<file path="src/verilog/windowed_watchdog_defines.svh">
// register offsets, field positions, reset values and counts of the windowed watchdog
// assumes inclusion by bare name from the package and the watchdog module
`ifndef WINDOWED_WATCHDOG_DEFINES_SVH
`define WINDOWED_WATCHDOG_DEFINES_SVH

// ----------------------------------------------------------------
// register offsets on the plain register port
// ----------------------------------------------------------------
`define WINDOWED_WATCHDOG_OFS_CTRL0 4'h0
`define WINDOWED_WATCHDOG_OFS_CTRL1 4'h1
`define WINDOWED_WATCHDOG_OFS_STATUS 4'h2

// ----------------------------------------------------------------
// field positions
// ----------------------------------------------------------------
`define WINDOWED_WATCHDOG_C0_SEN 0
`define WINDOWED_WATCHDOG_C0_PS_MSB 5
`define WINDOWED_WATCHDOG_C0_PS_LSB 1
`define WINDOWED_WATCHDOG_C1_WIN_MSB 2
`define WINDOWED_WATCHDOG_C1_WIN_LSB 0
`define WINDOWED_WATCHDOG_C1_CS_MSB 6
`define WINDOWED_WATCHDOG_C1_CS_LSB 4

// ----------------------------------------------------------------
// reset values and codes
// ----------------------------------------------------------------
`define WINDOWED_WATCHDOG_PS_DEFAULT 5'h0B
`define WINDOWED_WATCHDOG_PS_CFG_SW 5'h1F
`define WINDOWED_WATCHDOG_PS_MAX 5'h12
`define WINDOWED_WATCHDOG_PS_BASE 5'h05
`define WINDOWED_WATCHDOG_SEL_CFG_SW 3'h7
`define WINDOWED_WATCHDOG_CS_DEFAULT 3'h0
`define WINDOWED_WATCHDOG_CS_LF 3'h0
`define WINDOWED_WATCHDOG_CS_MF 3'h1
`define WINDOWED_WATCHDOG_CS_SECONDARY_OSC 3'h2
`define WINDOWED_WATCHDOG_WIN_OPEN 3'h7

// ----------------------------------------------------------------
// counts
// ----------------------------------------------------------------
`define WINDOWED_WATCHDOG_SECONDARY_OSC_STARTUP 1024
`define WINDOWED_WATCHDOG_CNT_W 23

`endif

</file>
<file path="src/verilog/windowed_watchdog_pkg.sv">
// types shared by the windowed watchdog and its surroundings
// assumes the defines header sits beside it
`include "windowed_watchdog_defines.svh"

package windowed_watchdog_pkg;

    // ----------------------------------------------------------------
    // enable configuration modes
    // ----------------------------------------------------------------
    typedef enum logic [1:0] {
        WINDOWED_WATCHDOG_MODE_OFF = 2'b00,   // always off
        WINDOWED_WATCHDOG_MODE_SW = 2'b01,    // software enable decides
        WINDOWED_WATCHDOG_MODE_NOSLP = 2'b10, // on while awake
        WINDOWED_WATCHDOG_MODE_ON = 2'b11     // always on
    } windowed_watchdog_mode_e;

    // configuration word fields, static while out of reset
    typedef struct packed {
        windowed_watchdog_mode_e enable_configuration;
        logic [4:0] config_period_select;
        logic [2:0] config_clock_select;
        logic [2:0] config_window_select;
    } windowed_watchdog_cfg_s;

    // sticky status flags toward the core
    typedef struct packed {
        logic timeout_flag;
        logic powerdown_flag;
        logic watchdog_reset_flag;
    } windowed_watchdog_flags_s;

endpackage : windowed_watchdog_pkg

</file>
<file path="src/verilog/windowed_watchdog_top.sv">
// windowed watchdog: control registers, prescaled counter, window check, sleep handling
// assumes config words stable out of reset, oscillator levels asynchronous to sys_clk_i
`timescale 1ns/10ps
`include "windowed_watchdog_defines.svh"

module windowed_watchdog_top #(
    parameter int SECONDARY_OSC_STARTUP = `WINDOWED_WATCHDOG_SECONDARY_OSC_STARTUP, // secondary oscillator start-up edges
    parameter int CNT_W = `WINDOWED_WATCHDOG_CNT_W                // prescaled counter width
) (
    input wire logic sys_clk_i,
    input wire logic rstn_i,
    input wire windowed_watchdog_pkg::windowed_watchdog_cfg_s cfg_i,
    input wire logic lfosc_clk_i,
    input wire logic mfosc_clk_i,
    input wire logic secondary_osc_clk_i,
    input wire logic sleep_i,
    input wire logic ost_running_i,
    input wire logic clear_watchdog_instruction_i,
    input wire logic flags_clear_i,
    input wire logic [3:0] reg_addr_i,
    input wire logic [7:0] reg_wdata_i,
    input wire logic reg_we_i,
    input wire logic reg_re_i,
    output logic [7:0] reg_rdata_o,
    output logic wdt_reset_o,
    output logic wake_o,
    output windowed_watchdog_pkg::windowed_watchdog_flags_s flags_o
);

    // ----------------------------------------------------------------
    // helper functions
    // ----------------------------------------------------------------

    // reserved prescale codes fall back to the shortest ratio
    function automatic logic [4:0] windowed_watchdog_eff_ps(input logic [4:0] ps);
        windowed_watchdog_eff_ps = (ps > `WINDOWED_WATCHDOG_PS_MAX) ? 5'h00 : ps;
    endfunction : windowed_watchdog_eff_ps

    // terminal count of the prescaled counter, ratio minus one
    function automatic logic [CNT_W-1:0] windowed_watchdog_term(input logic [4:0] ps);
        logic [CNT_W-1:0] one;
        one = {{(CNT_W-1){1'b0}}, 1'b1};
        windowed_watchdog_term = (one << (windowed_watchdog_eff_ps(ps) + `WINDOWED_WATCHDOG_PS_BASE)) - one;
    endfunction : windowed_watchdog_term

    // five top bits of the current period, used for the window
    function automatic logic [4:0] windowed_watchdog_winval(input logic [CNT_W-1:0] cnt, input logic [4:0] ps);
        logic [CNT_W-1:0] sh;
        sh = cnt >> windowed_watchdog_eff_ps(ps);
        windowed_watchdog_winval = sh[4:0];
    endfunction : windowed_watchdog_winval

    // ----------------------------------------------------------------
    // oscillator synchronisers and edge detection
    // ----------------------------------------------------------------
    logic [2:0] osc_meta;   // first stage, read by second stage only
    logic [2:0] osc_sync;   // second stage, safe to use
    logic [2:0] osc_prev;   // delayed copy for rising edges
    logic [2:0] osc_edge;   // one-cycle rise per oscillator

    // synchroniser chain, no logic between the stages
    always_ff @(posedge sys_clk_i or negedge rstn_i) begin
        if (!rstn_i) begin
            osc_meta <= 3'h0;
            osc_sync <= 3'h0;
            osc_prev <= 3'h0;
        end else begin
            osc_meta <= {secondary_osc_clk_i, mfosc_clk_i, lfosc_clk_i};
            osc_sync <= osc_meta;
            osc_prev <= osc_sync;
        end
    end

    assign osc_edge = osc_sync & ~osc_prev;

    // ----------------------------------------------------------------
    // secondary oscillator start-up gate
    // ----------------------------------------------------------------
    localparam int SW = $clog2(SECONDARY_OSC_STARTUP + 1);
    localparam logic [SW-1:0] SECONDARY_OSC_DONE = SW'(SECONDARY_OSC_STARTUP);
    logic [SW-1:0] secondary_osc_cnt;      // edges seen since reset
    logic [SW-1:0] next_secondary_osc_cnt;
    logic secondary_osc_ready;             // oscillator released to the watchdog

    // the oscillator restarts with any device reset, its clock withheld meanwhile
    always_comb begin
        next_secondary_osc_cnt = secondary_osc_cnt;
        if (osc_edge[2] && (secondary_osc_cnt != SECONDARY_OSC_DONE)) begin
            next_secondary_osc_cnt = secondary_osc_cnt + SW'(1);
        end
    end

    always_ff @(posedge sys_clk_i or negedge rstn_i) begin
        if (!rstn_i) begin
            secondary_osc_cnt <= '0;
        end else begin
            secondary_osc_cnt <= next_secondary_osc_cnt;
        end
    end

    assign secondary_osc_ready = (secondary_osc_cnt == SECONDARY_OSC_DONE);

    // ----------------------------------------------------------------
    // control registers
    // ----------------------------------------------------------------
    logic loaded;             // config reset values taken
    logic [4:0] ps;           // prescale select
    logic software_enable;                // software enable
    logic [2:0] cs;           // clock select
    logic [2:0] win;          // window select
    logic armed;              // read of control zero seen
    logic next_loaded;
    logic [4:0] next_ps;
    logic next_sen;
    logic [2:0] next_cs;
    logic [2:0] next_win;
    logic next_armed;
    logic ps_sw;              // prescale writable
    logic cs_sw;              // clock select writable
    logic win_sw;             // window writable
    logic wr0;                // write to control zero
    logic wr1;                // write to control one
    logic rd0;                // read of control zero
    logic clr_evt;            // clear instruction seen while counting

    // address decode
    always_comb begin
        wr0 = 1'b0;
        wr1 = 1'b0;
        rd0 = 1'b0;
        if (reg_addr_i == `WINDOWED_WATCHDOG_OFS_CTRL0) begin
            wr0 = reg_we_i;
            rd0 = reg_re_i;
        end else if (reg_addr_i == `WINDOWED_WATCHDOG_OFS_CTRL1) begin
            wr1 = reg_we_i;
        end
    end

    assign ps_sw = (cfg_i.config_period_select == `WINDOWED_WATCHDOG_PS_CFG_SW);
    assign cs_sw = (cfg_i.config_clock_select == `WINDOWED_WATCHDOG_SEL_CFG_SW);
    assign win_sw = (cfg_i.config_window_select == `WINDOWED_WATCHDOG_SEL_CFG_SW);

    // register next values; config words are caught one edge after release
    always_comb begin
        next_loaded = 1'b1;
        next_ps = ps;
        next_sen = software_enable;
        next_cs = cs;
        next_win = win;
        next_armed = armed;
        if (!loaded) begin
            // reset values from the configuration words
            next_ps = ps_sw ? `WINDOWED_WATCHDOG_PS_DEFAULT : cfg_i.config_period_select;
            next_cs = cs_sw ? `WINDOWED_WATCHDOG_CS_DEFAULT : cfg_i.config_clock_select;
            next_win = cfg_i.config_window_select;
        end else begin
            if (wr0) begin
                next_sen = reg_wdata_i[`WINDOWED_WATCHDOG_C0_SEN];
                if (ps_sw) begin
                    next_ps = reg_wdata_i[`WINDOWED_WATCHDOG_C0_PS_MSB:`WINDOWED_WATCHDOG_C0_PS_LSB];
                end
            end
            if (wr1) begin
                if (cs_sw) begin
                    next_cs = reg_wdata_i[`WINDOWED_WATCHDOG_C1_CS_MSB:`WINDOWED_WATCHDOG_C1_CS_LSB];
                end
                if (win_sw) begin
                    next_win = reg_wdata_i[`WINDOWED_WATCHDOG_C1_WIN_MSB:`WINDOWED_WATCHDOG_C1_WIN_LSB];
                end
            end
        end
        // arming wins over the clear that consumes it in the same cycle
        if (rd0) begin
            next_armed = 1'b1;
        end else if (clr_evt) begin
            next_armed = 1'b0;
        end
    end

    always_ff @(posedge sys_clk_i or negedge rstn_i) begin
        if (!rstn_i) begin
            loaded <= 1'b0;
            ps <= `WINDOWED_WATCHDOG_PS_DEFAULT;
            software_enable <= 1'b0;
            cs <= `WINDOWED_WATCHDOG_CS_DEFAULT;
            win <= `WINDOWED_WATCHDOG_WIN_OPEN;
            armed <= 1'b0;
        end else begin
            loaded <= next_loaded;
            ps <= next_ps;
            software_enable <= next_sen;
            cs <= next_cs;
            win <= next_win;
            armed <= next_armed;
        end
    end

    // ----------------------------------------------------------------
    // watchdog counter, window and time-out
    // ----------------------------------------------------------------
    logic [CNT_W-1:0] cnt;      // prescaled count
    logic [CNT_W-1:0] next_cnt;
    logic sleep_q;              // sleep level one cycle ago
    logic active;               // watchdog running
    logic tick;                 // selected watchdog clock edge
    logic [4:0] winval;         // window position in the period
    logic closed;               // window currently closed
    logic windowed;             // windowed operation selected
    logic viol;                 // window violation
    logic clr_all;              // any clearing condition
    logic timeout;              // period elapsed
    logic next_rst;
    logic next_wake;
    windowed_watchdog_pkg::windowed_watchdog_flags_s next_flags;

    // operating mode decision
    always_comb begin
        case (cfg_i.enable_configuration)
            windowed_watchdog_pkg::WINDOWED_WATCHDOG_MODE_ON: active = 1'b1;
            windowed_watchdog_pkg::WINDOWED_WATCHDOG_MODE_NOSLP: active = !sleep_i;
            windowed_watchdog_pkg::WINDOWED_WATCHDOG_MODE_SW: active = software_enable;
            default: active = 1'b0;
        endcase
    end

    // clock pick; reserved codes give no ticks at all
    always_comb begin
        if (cs == `WINDOWED_WATCHDOG_CS_LF) begin
            tick = osc_edge[0];
        end else if (cs == `WINDOWED_WATCHDOG_CS_MF) begin
            tick = osc_edge[1];
        end else if (cs == `WINDOWED_WATCHDOG_CS_SECONDARY_OSC) begin
            tick = osc_edge[2] && secondary_osc_ready;
        end else begin
            tick = 1'b0;
        end
    end

    // window position from the five top bits of the period
    assign winval = windowed_watchdog_winval(cnt, ps);
    assign closed = (win != `WINDOWED_WATCHDOG_WIN_OPEN) && (winval < {~win, 2'b00});
    assign windowed = (win != `WINDOWED_WATCHDOG_WIN_OPEN);

    // clear instructions only execute while the core is awake
    assign clr_evt = clear_watchdog_instruction_i && active && !sleep_i && loaded;
    assign viol = clr_evt && windowed && (!armed || closed);

    // divider changes of the core clock have no path in here at all
    assign clr_all = !active
                  || (sleep_i && !sleep_q)
                  || (!sleep_i && sleep_q)
                  || ost_running_i
                  || wr0 || wr1
                  || (clr_evt && !viol);

    assign timeout = active && tick && !clr_all && (cnt == windowed_watchdog_term(ps));

    // counter and event next values
    always_comb begin
        next_cnt = cnt;
        if (clr_all || timeout) begin
            next_cnt = '0;
        end else if (tick) begin
            next_cnt = cnt + {{(CNT_W-1){1'b0}}, 1'b1};
        end
        next_rst = (timeout && !sleep_i) || viol;
        next_wake = timeout && sleep_i;
        // a new event beats the clear in the same cycle
        next_flags.timeout_flag = next_wake || (flags_o.timeout_flag && !flags_clear_i);
        next_flags.powerdown_flag = next_wake || (flags_o.powerdown_flag && !flags_clear_i);
        next_flags.watchdog_reset_flag = next_rst || (flags_o.watchdog_reset_flag && !flags_clear_i);
    end

    always_ff @(posedge sys_clk_i or negedge rstn_i) begin
        if (!rstn_i) begin
            cnt <= '0;
            sleep_q <= 1'b0;
            wdt_reset_o <= 1'b0;
            wake_o <= 1'b0;
            flags_o <= '0;
        end else begin
            cnt <= next_cnt;
            sleep_q <= sleep_i;
            wdt_reset_o <= next_rst;
            wake_o <= next_wake;
            flags_o <= next_flags;
        end
    end

    // ----------------------------------------------------------------
    // read data, valid only in the cycle after the read strobe
    // ----------------------------------------------------------------
    logic [7:0] next_rdata;

    always_comb begin
        next_rdata = 8'h00;
        if (reg_re_i) begin
            if (reg_addr_i == `WINDOWED_WATCHDOG_OFS_CTRL0) begin
                next_rdata = {2'b00, ps, software_enable};
            end else if (reg_addr_i == `WINDOWED_WATCHDOG_OFS_CTRL1) begin
                next_rdata = {1'b0, cs, 1'b0, win};
            end else if (reg_addr_i == `WINDOWED_WATCHDOG_OFS_STATUS) begin
                next_rdata = {winval, armed, 2'b00};
            end else begin
                next_rdata = 8'h00; // unmapped reads as zero
            end
        end
    end

    always_ff @(posedge sys_clk_i or negedge rstn_i) begin
        if (!rstn_i) begin
            reg_rdata_o <= 8'h00;
        end else begin
            reg_rdata_o <= next_rdata;
        end
    end
endmodule : windowed_watchdog_top

</file>
<file path="config.mk">
export PLATFORM = sky130hd
export DESIGN_NAME = windowed_watchdog_top
export DESIGN_NICKNAME = d
export VERILOG_FILES = /design/src/verilog/windowed_watchdog_pkg.sv /design/src/verilog/windowed_watchdog_top.sv
export VERILOG_INCLUDE_DIRS = /design/src /design/src/verilog
export SDC_FILE = /design/constraint.sdc
export NUM_CORES = 1
export LEC_CHECK = 0
export ABC_AREA = 1
export BUFFER_PORTS_ARGS = -buffer_cell sky130_fd_sc_hd__buf_2
export CORE_ASPECT_RATIO = 0.9
export CORE_MARGIN = 10
export CORE_UTILIZATION = 40
export CTS_BUF_LIST = sky130_fd_sc_hd__clkbuf_8
export DETAILED_ROUTE_END_ITERATION = 8
export PLACE_DENSITY = 0.59
export SLEW_MARGIN = 30
export SYNTH_ARGS = -nofsm -noshare
export SYNTH_HDL_FRONTEND = slang
export SYNTH_SLANG_ARGS = --single-unit
export TNS_END_PERCENT = 50
</file>
<file path="constraint.sdc">
create_clock -name sys_clk_i -period 4.55 [get_ports sys_clk_i]
set_input_delay 0.455 -clock sys_clk_i [delete_from_list [all_inputs] [get_ports sys_clk_i]]
set_output_delay 0.455 -clock sys_clk_i [all_outputs]
set_load 0.02 [all_outputs]
</file>
==> results of run 1 <==
-- metal layers --
layer	routed length, um	share of wire, %	global-route usage, %
met2	6490	44	26.1
met3	913	6.2	4.41
met1	7050	48	21.7
met5	0	0	0
met4	260	1.8	6.01
-- layout make-up --
type | count | area [um^2]
clock buffer | 12 | 165
sequential | 71 | 1780
timing repair buffer | 53 | 287
inverter | 104 | 393
fill | 1352 | 6990
tap | 164 | 205
multi-input combinational | 552 | 2930
clock inverter | 4 | 28.8
-- state kept, by name (all words and copies together) (netlist names), 3 cells and up --
register	cells
cnt	23
cs	3
flags_o	3
osc_meta	3
osc_prev	3
osc_sync	3
ps	5
reg_rdata_o	8
secondary_osc_cnt	11
win	3
-- logic make-up (layout without fill, tap and decap cells) --
group                      count (synthesis)  after routing
xor gates and xnor gates                  37             37
buffers and inverters                    122            173
other                                      1              3
AOI/OAI and AO/OA                         98             98
DFF                                       71             71
adders and majority gates                  6              6
and+or+nand+nor                          408            408
-- metrics by stage --
step	total power [W]	utilization [%]	area, um^2	setup WS, ns	hold slack (ns)
after CTS	0.00168	45.3	5790	0.673	0.170
after global placement	0.00117	43.8	5600	0.764	0.335
after floorplan	0.00106	-	5260	1.34	0.159
final	0.00167	45.3	5800	0.666	0.0740
after detailed placement	0.00117	43.8	5600	0.676	0.335
after global routing	0.00178	45.3	5800	0.227	0.131
-- power by group --
part           internal, W  switching (W)  total, W
logic             0.000144       0.000302  0.000446
clock network     0.000242       0.000256  0.000498
registers         0.000678      0.0000444  0.000722
total              0.00106       0.000602   0.00167
-- cells in the mapped netlist (3+ instances only) --
cell,count
nand3_1,74
a31oi_1,9
buf_6,6
nand2_1,170
o22ai_1,5
nand3b_1,3
nand2_4,5
a21oi_1,18
nor4_1,3
nor2_1,75
o21ai_0,43
nor2_4,5
dfrtp_1,65
nand2_2,6
o211ai_1,8
inv_2,7
xor2_1,34
ha_1,6
clkbuf_1,6
inv_1,96
nor2_2,26
dfstp_2,6
o21ai_1,3
nor3_1,11
nand4_1,23
-- worst max path at each step --
| stage | startpoint | end | slack, ns |
|---|---|---|---|
| final | ps[3] | cnt[1] | 0.67 |
| after global placement | ps[3] | cnt[1] | 0.76 |
| after global routing | ps[3] | cnt[1] | 0.23 |
| after floorplan | ps[0] | cnt[21] | 1.34 |
| after detailed placement | ps[3] | cnt[1] | 0.68 |
| after CTS | ps[3] | cnt[1] | 0.67 |
==> metrics, run 1 <==
status=finished, final reports clean; Die Y=129 um; max-cap violation count=0; WS Path Type=reg2reg; most frequent CP cell=nand2_1; crit-path cells=nor2_2 > nand2_2 > nand2_4 > nand2_1 > inv_2 > nand3_1 > nand2_1 > o22ai_1 > nor2_1 > a22oi_1 > inv_1 > ha_1 > nand2_1 > inv_1 > nand2_1 > nand2_1 > nand2_1 > nand2_1 > nand2_1 > nand2_1 > nor2_2 > inv_2 > nor2_1; adder-cell share of the synthesized area=1.43%; Synth area leaders=dfrtp_1 (31%), nand2_1 (12%), nand3_1 (7.0%), inv_1 (6.9%), xor2_1 (5.7%); Critical R2R Launch=ps[3]; Routed WL=14700 um; Placed Cells=944; vias in the first global route=4852; CP Capture Type=flop; hpwl dp=11500 um; Longest Clk Path Bufs=2; asr flop ratio synth=100%; Worst-path clk slew=0.08 ns; root buf cell=clkbuf_8; Floorplan Core Area=0.0128 mm^2; worst rel slew slack=57.0%; First-pass DRT Iterations=6; Synth Area in Compound Gates=11.1%; Worst EP required=4.78 ns; Worst setup SP type=flop; antenna violations before repair=0; Final nets=833; commonest cells after routing, fill and taps aside=nand2_1 (170), inv_1 (96), nor2_1 (75), nand3_1 (74), dfrtp_1 (65); share of cells above drive strength 1=17.0%; EDFF count, synth=0; R2R Setup Slk=0.67 ns; # IOs=49; CTS-repair resized insts=0; max frequency=257 MHz; Setup Buffers After CTS=0; setup TNS=0 ns; clock sink count=71; Pleak=2.82 nW; Iteration-0 DRC Markers=549; post-synth top area share=30.9%; CP Buf/Inv Count=4; Seq/Total Area, Yosys=33.9%; skew final=0.00937 ns; DR vias/cell=5.21; crit path time final=3.88 ns; main combinational cell family by area after synthesis=simple AND/OR/NAND/NOR gates; CTS buffer count=9; xor-xnor portion of the synthesized cell area=6.45%; RSZ-0062 raised after global routing=no; Worst Path Max Fanout=22; Setup-failing EPs final=0; antenna-violating nets left=0; post-synth cell types=50; PortBufs=47; Cell Pwr Density=288 mW/mm^2; Slowest-stage cell, CP=dfstp_2; GPL Wtd Cong=0.949; Mapped Area=0.00526 mm^2; area delta synth->final=10.3%; Synth area leader=dfrtp_1; Routed WL per cell=15.3 um; Hold Buf Count CTS=0; diode count=0; Primary FF master, synth=dfrtp_1; GRT overflow=0; mux contribution to synthesized area=0%; synth warn=0; Syn Inst Count=743; TritonCTS clock tree=yes; Post-Synth Simple-Gate Area=36.6%; worst reg2reg path endpoint=cnt[1]; Global Route Usage Sum=16.7%; first-pass GRT wire length=24600 um; CP Depth=23; Die ar.=0.0181 mm^2; htree depth=3; Clock Latency Late Sink=0.37 ns; max incr delay on CP=0.69 ns; Top delay family on crit path=simple AND/OR/NAND/NOR gates; initial core utilization=41.1%; leading cell type in the layout, fill and taps excluded=nand2_1; mean post-synth cell area=7.07 um^2; flops & latches, synth=71; Std-Cell Rows=39; slew at the pin closest to its max-slew limit=0.646 ns; DRC=0; max-slew violation count=0; largest net degree at the start of global routing=72; Hold Crit Class=in2async; R2R depth=23; routed via count=5006; Final Hold Violating Endpoints=0; Horiz. Die Dim=141 um; Final Cycle Share=85.4%; Layout Cells excl Fill=960; Data arrival, critical path=4.12 ns; worst vdd ir=0.000149 V
Note: power is estimated with default switching activity, not from simulation.
==> inputs of run 2 (changes only) <==
--- a/config.mk
+++ b/config.mk
@@ -8,12 +8,15 @@
 export LEC_CHECK = 0
 export ABC_AREA = 1
 export BUFFER_PORTS_ARGS = -buffer_cell sky130_fd_sc_hd__buf_2
+export CAP_MARGIN = 20
+export CELL_PAD_IN_SITES_DETAIL_PLACEMENT = 1
+export CELL_PAD_IN_SITES_GLOBAL_PLACEMENT = 2
 export CORE_ASPECT_RATIO = 0.9
 export CORE_MARGIN = 10
-export CORE_UTILIZATION = 40
+export CORE_UTILIZATION = 35
 export CTS_BUF_LIST = sky130_fd_sc_hd__clkbuf_8
 export DETAILED_ROUTE_END_ITERATION = 8
-export PLACE_DENSITY = 0.59
+export PLACE_DENSITY = 0.84
 export SLEW_MARGIN = 30
 export SYNTH_ARGS = -nofsm -noshare
 export SYNTH_HDL_FRONTEND = slang
==> metrics, run 2 (synthesized netlist as in run 1, its figures left out) <==
Slowest-stage cell, CP=dfstp_2 (unchanged); setup TNS=0 ns (unchanged); CP Buf/Inv Count=4 (unchanged); Largest regs=cnt: 23 flops, secondary_osc_cnt: 11 flops, reg_rdata_o: 8 flops (unchanged); Setup-failing EPs final=0 (unchanged); skew final=0.0167 ns (was 0.00937 ns); CP Capture Type=flop (unchanged); Final Hold Violating Endpoints=0 (unchanged); crit-path cells=nor2_2 > nand2_2 > nand2_4 > nand2_1 > inv_2 > nand3_1 > nand2_1 > o22ai_1 > nor2_1 > a22oi_1 > inv_1 > ha_1 > nand2_1 > inv_1 > nand2_1 > nand2_1 > nand2_1 > nand2_1 > nand2_1 > nand2_1 > nor2_2 > inv_2 > nor2_1 (unchanged); PortBufs=47 (unchanged); worst vdd ir=0.000139 V (was 0.000149 V); Global Route Usage Sum=17.1% (was 16.7%); Floorplan Core Area=0.0147 mm^2 (was 0.0128 mm^2); clock sink count=71 (unchanged); Final nets=835 (was 833); Routed WL=17100 um (was 14700 um); Setup Buffers After CTS=0 (unchanged); Die Y=136 um (was 129 um); max-slew violation count=0 (unchanged); hpwl dp=13700 um (was 11500 um); worst slack, placed=0.701 ns (was 0.676 ns); Clock Latency Late Sink=0.38 ns (was 0.37 ns); worst rel slew slack=52.2% (was 57.0%); first-pass GRT wire length=27800 um (was 24600 um); Die ar.=0.0203 mm^2 (was 0.0181 mm^2); routed via count=5101 (was 5006); largest net degree at the start of global routing=46 (was 72); Cell Pwr Density=290 mW/mm^2 (was 288 mW/mm^2); Iteration-0 DRC Markers=276 (was 549); number of flip-flops in the largest register=23 (unchanged); Horiz. Die Dim=149 um (was 141 um); diode count=0 (unchanged); Critical R2R Launch=ps[3] (unchanged); Hold Buf Count CTS=0 (unchanged); antenna-violating nets left=0 (unchanged); Longest Clk Path Bufs=2 (unchanged); CTS buffer count=9 (unchanged); area delta synth->final=11.1% (was 10.3%); root buf cell=clkbuf_8 (unchanged); max incr delay on CP=0.69 ns (about the same); Worst Path Max Fanout=22 (unchanged); share of cells above drive strength 1=17.2% (was 17.0%); DRC=0 (unchanged); Critical path origin=ps[3] (unchanged); slew at the pin closest to its max-slew limit=0.716 ns (was 0.646 ns); crit path time final=3.83 ns (was 3.88 ns); First-pass DRT Iterations=4 (was 6); DR vias/cell=5.12 (was 5.21); Data arrival, critical path=4.09 ns (was 4.12 ns); Top delay family on crit path=simple AND/OR/NAND/NOR gates (unchanged); leading cell type in the layout, fill and taps excluded=nand2_1 (unchanged); Routed WL per cell=17.2 um (was 15.3 um); # IOs=49 (unchanged); CTS-repair resized insts=0 (unchanged); max frequency=261 MHz (was 257 MHz); Worst setup SP type=flop (unchanged); Final Worst Setup Slack=0.720 ns (was 0.666 ns); WS Path Type=reg2reg (unchanged); TritonCTS clock tree=yes (unchanged); number of fill cells in the layout=1924 (was 1352); antenna violations before repair=0 (unchanged); commonest cells after routing, fill and taps aside=nand2_1 (170), inv_1 (96), nor2_1 (75), nand3_1 (74), dfrtp_1 (65) (unchanged); GRT overflow=0 (unchanged); Final Cycle Share=84.2% (was 85.4%); vias in the first global route=5351 (was 4852); max-cap violation count=0 (unchanged); Std-Cell Rows=42 (was 39); most frequent CP cell=nand2_1 (unchanged); Worst EP required=4.80 ns (was 4.78 ns); GPL Wtd Cong=0.916 (was 0.949); Worst-path clk slew=0.10 ns (was 0.08 ns); Hold Crit Class=in2async (unchanged); RSZ-0062 raised after global routing=no (unchanged); most flop-heavy register=cnt (unchanged); initial core utilization=35.7% (was 41.1%); Pleak=2.82 nW (about the same); status=finished, final reports clean (unchanged); htree depth=3 (unchanged)
==> run 2: metal layers <==
layer  wire (um)  vias up  GRT usage, %
li1            -     2518             -
met1        8280     2508          22.4
met2        7980       61          28.1
met3         689       14          4.32
met4         140        0          3.27
met5           0        -             0
==> run 2: power by group <==
group | internal [W] | switching (W) | leakage (nW)
combinational | 0.000148 | 0.000319 | 1.81
sequential | 0.000678 | 0.0000466 | 0.917
clock | 0.000208 | 0.000293 | 0.0856
total | 0.00103 | 0.000659 | 2.82
==> run 2: final timing paths <==
kind | to | cells past startpoint | slack, ns
hold / removal | loaded | 1 | 0.13
hold reg to reg | osc_sync[1] | 0 | 0.35
setup reg to reg | cnt[1] | 23 | 0.72
setup / recovery | cnt[1] | 23 | 0.72
max in group asynchronous | ps[3] | 2 | 3.38
min in group sys_clk_i | osc_meta[1] | 1 | 0.19
==> run 2: cell type report <==
cell class / instances / area, um^2 / area share, %
Multi-Input combinational cell: 552 / 2930 / 50.2
Sequential cell: 71 / 1780 / 30.5
Inverter: 104 / 393 / 6.73
Timing Repair Buffer: 55 / 295 / 5.05
Tap cell: 198 / 248 / 4.24
Clock buffer: 9 / 124 / 2.12
Clock inverter: 7 / 65.1 / 1.11
==> run 2: per-stage QoR <==
| stage | cells | hold slack [ns] | util (%) | area (um^2) | total power (W) |
|---|---|---|---|---|---|
| 6_report | 996 | 0.128 | 39.7 | 5840 | 0.00169 |
| 5_1_grt | 996 | 0.158 | 39.7 | 5840 | 0.00180 |
| 4_1_cts | 996 | 0.138 | 39.7 | 5840 | 0.00171 |
| 3_5_place_dp | 980 | 0.338 | 38.4 | 5650 | 0.00120 |
| 3_3_place_gp | 980 | 0.332 | 38.4 | 5650 | 0.00118 |
| 2_1_floorplan | 745 | 0.159 | - | 5260 | 0.00106 |
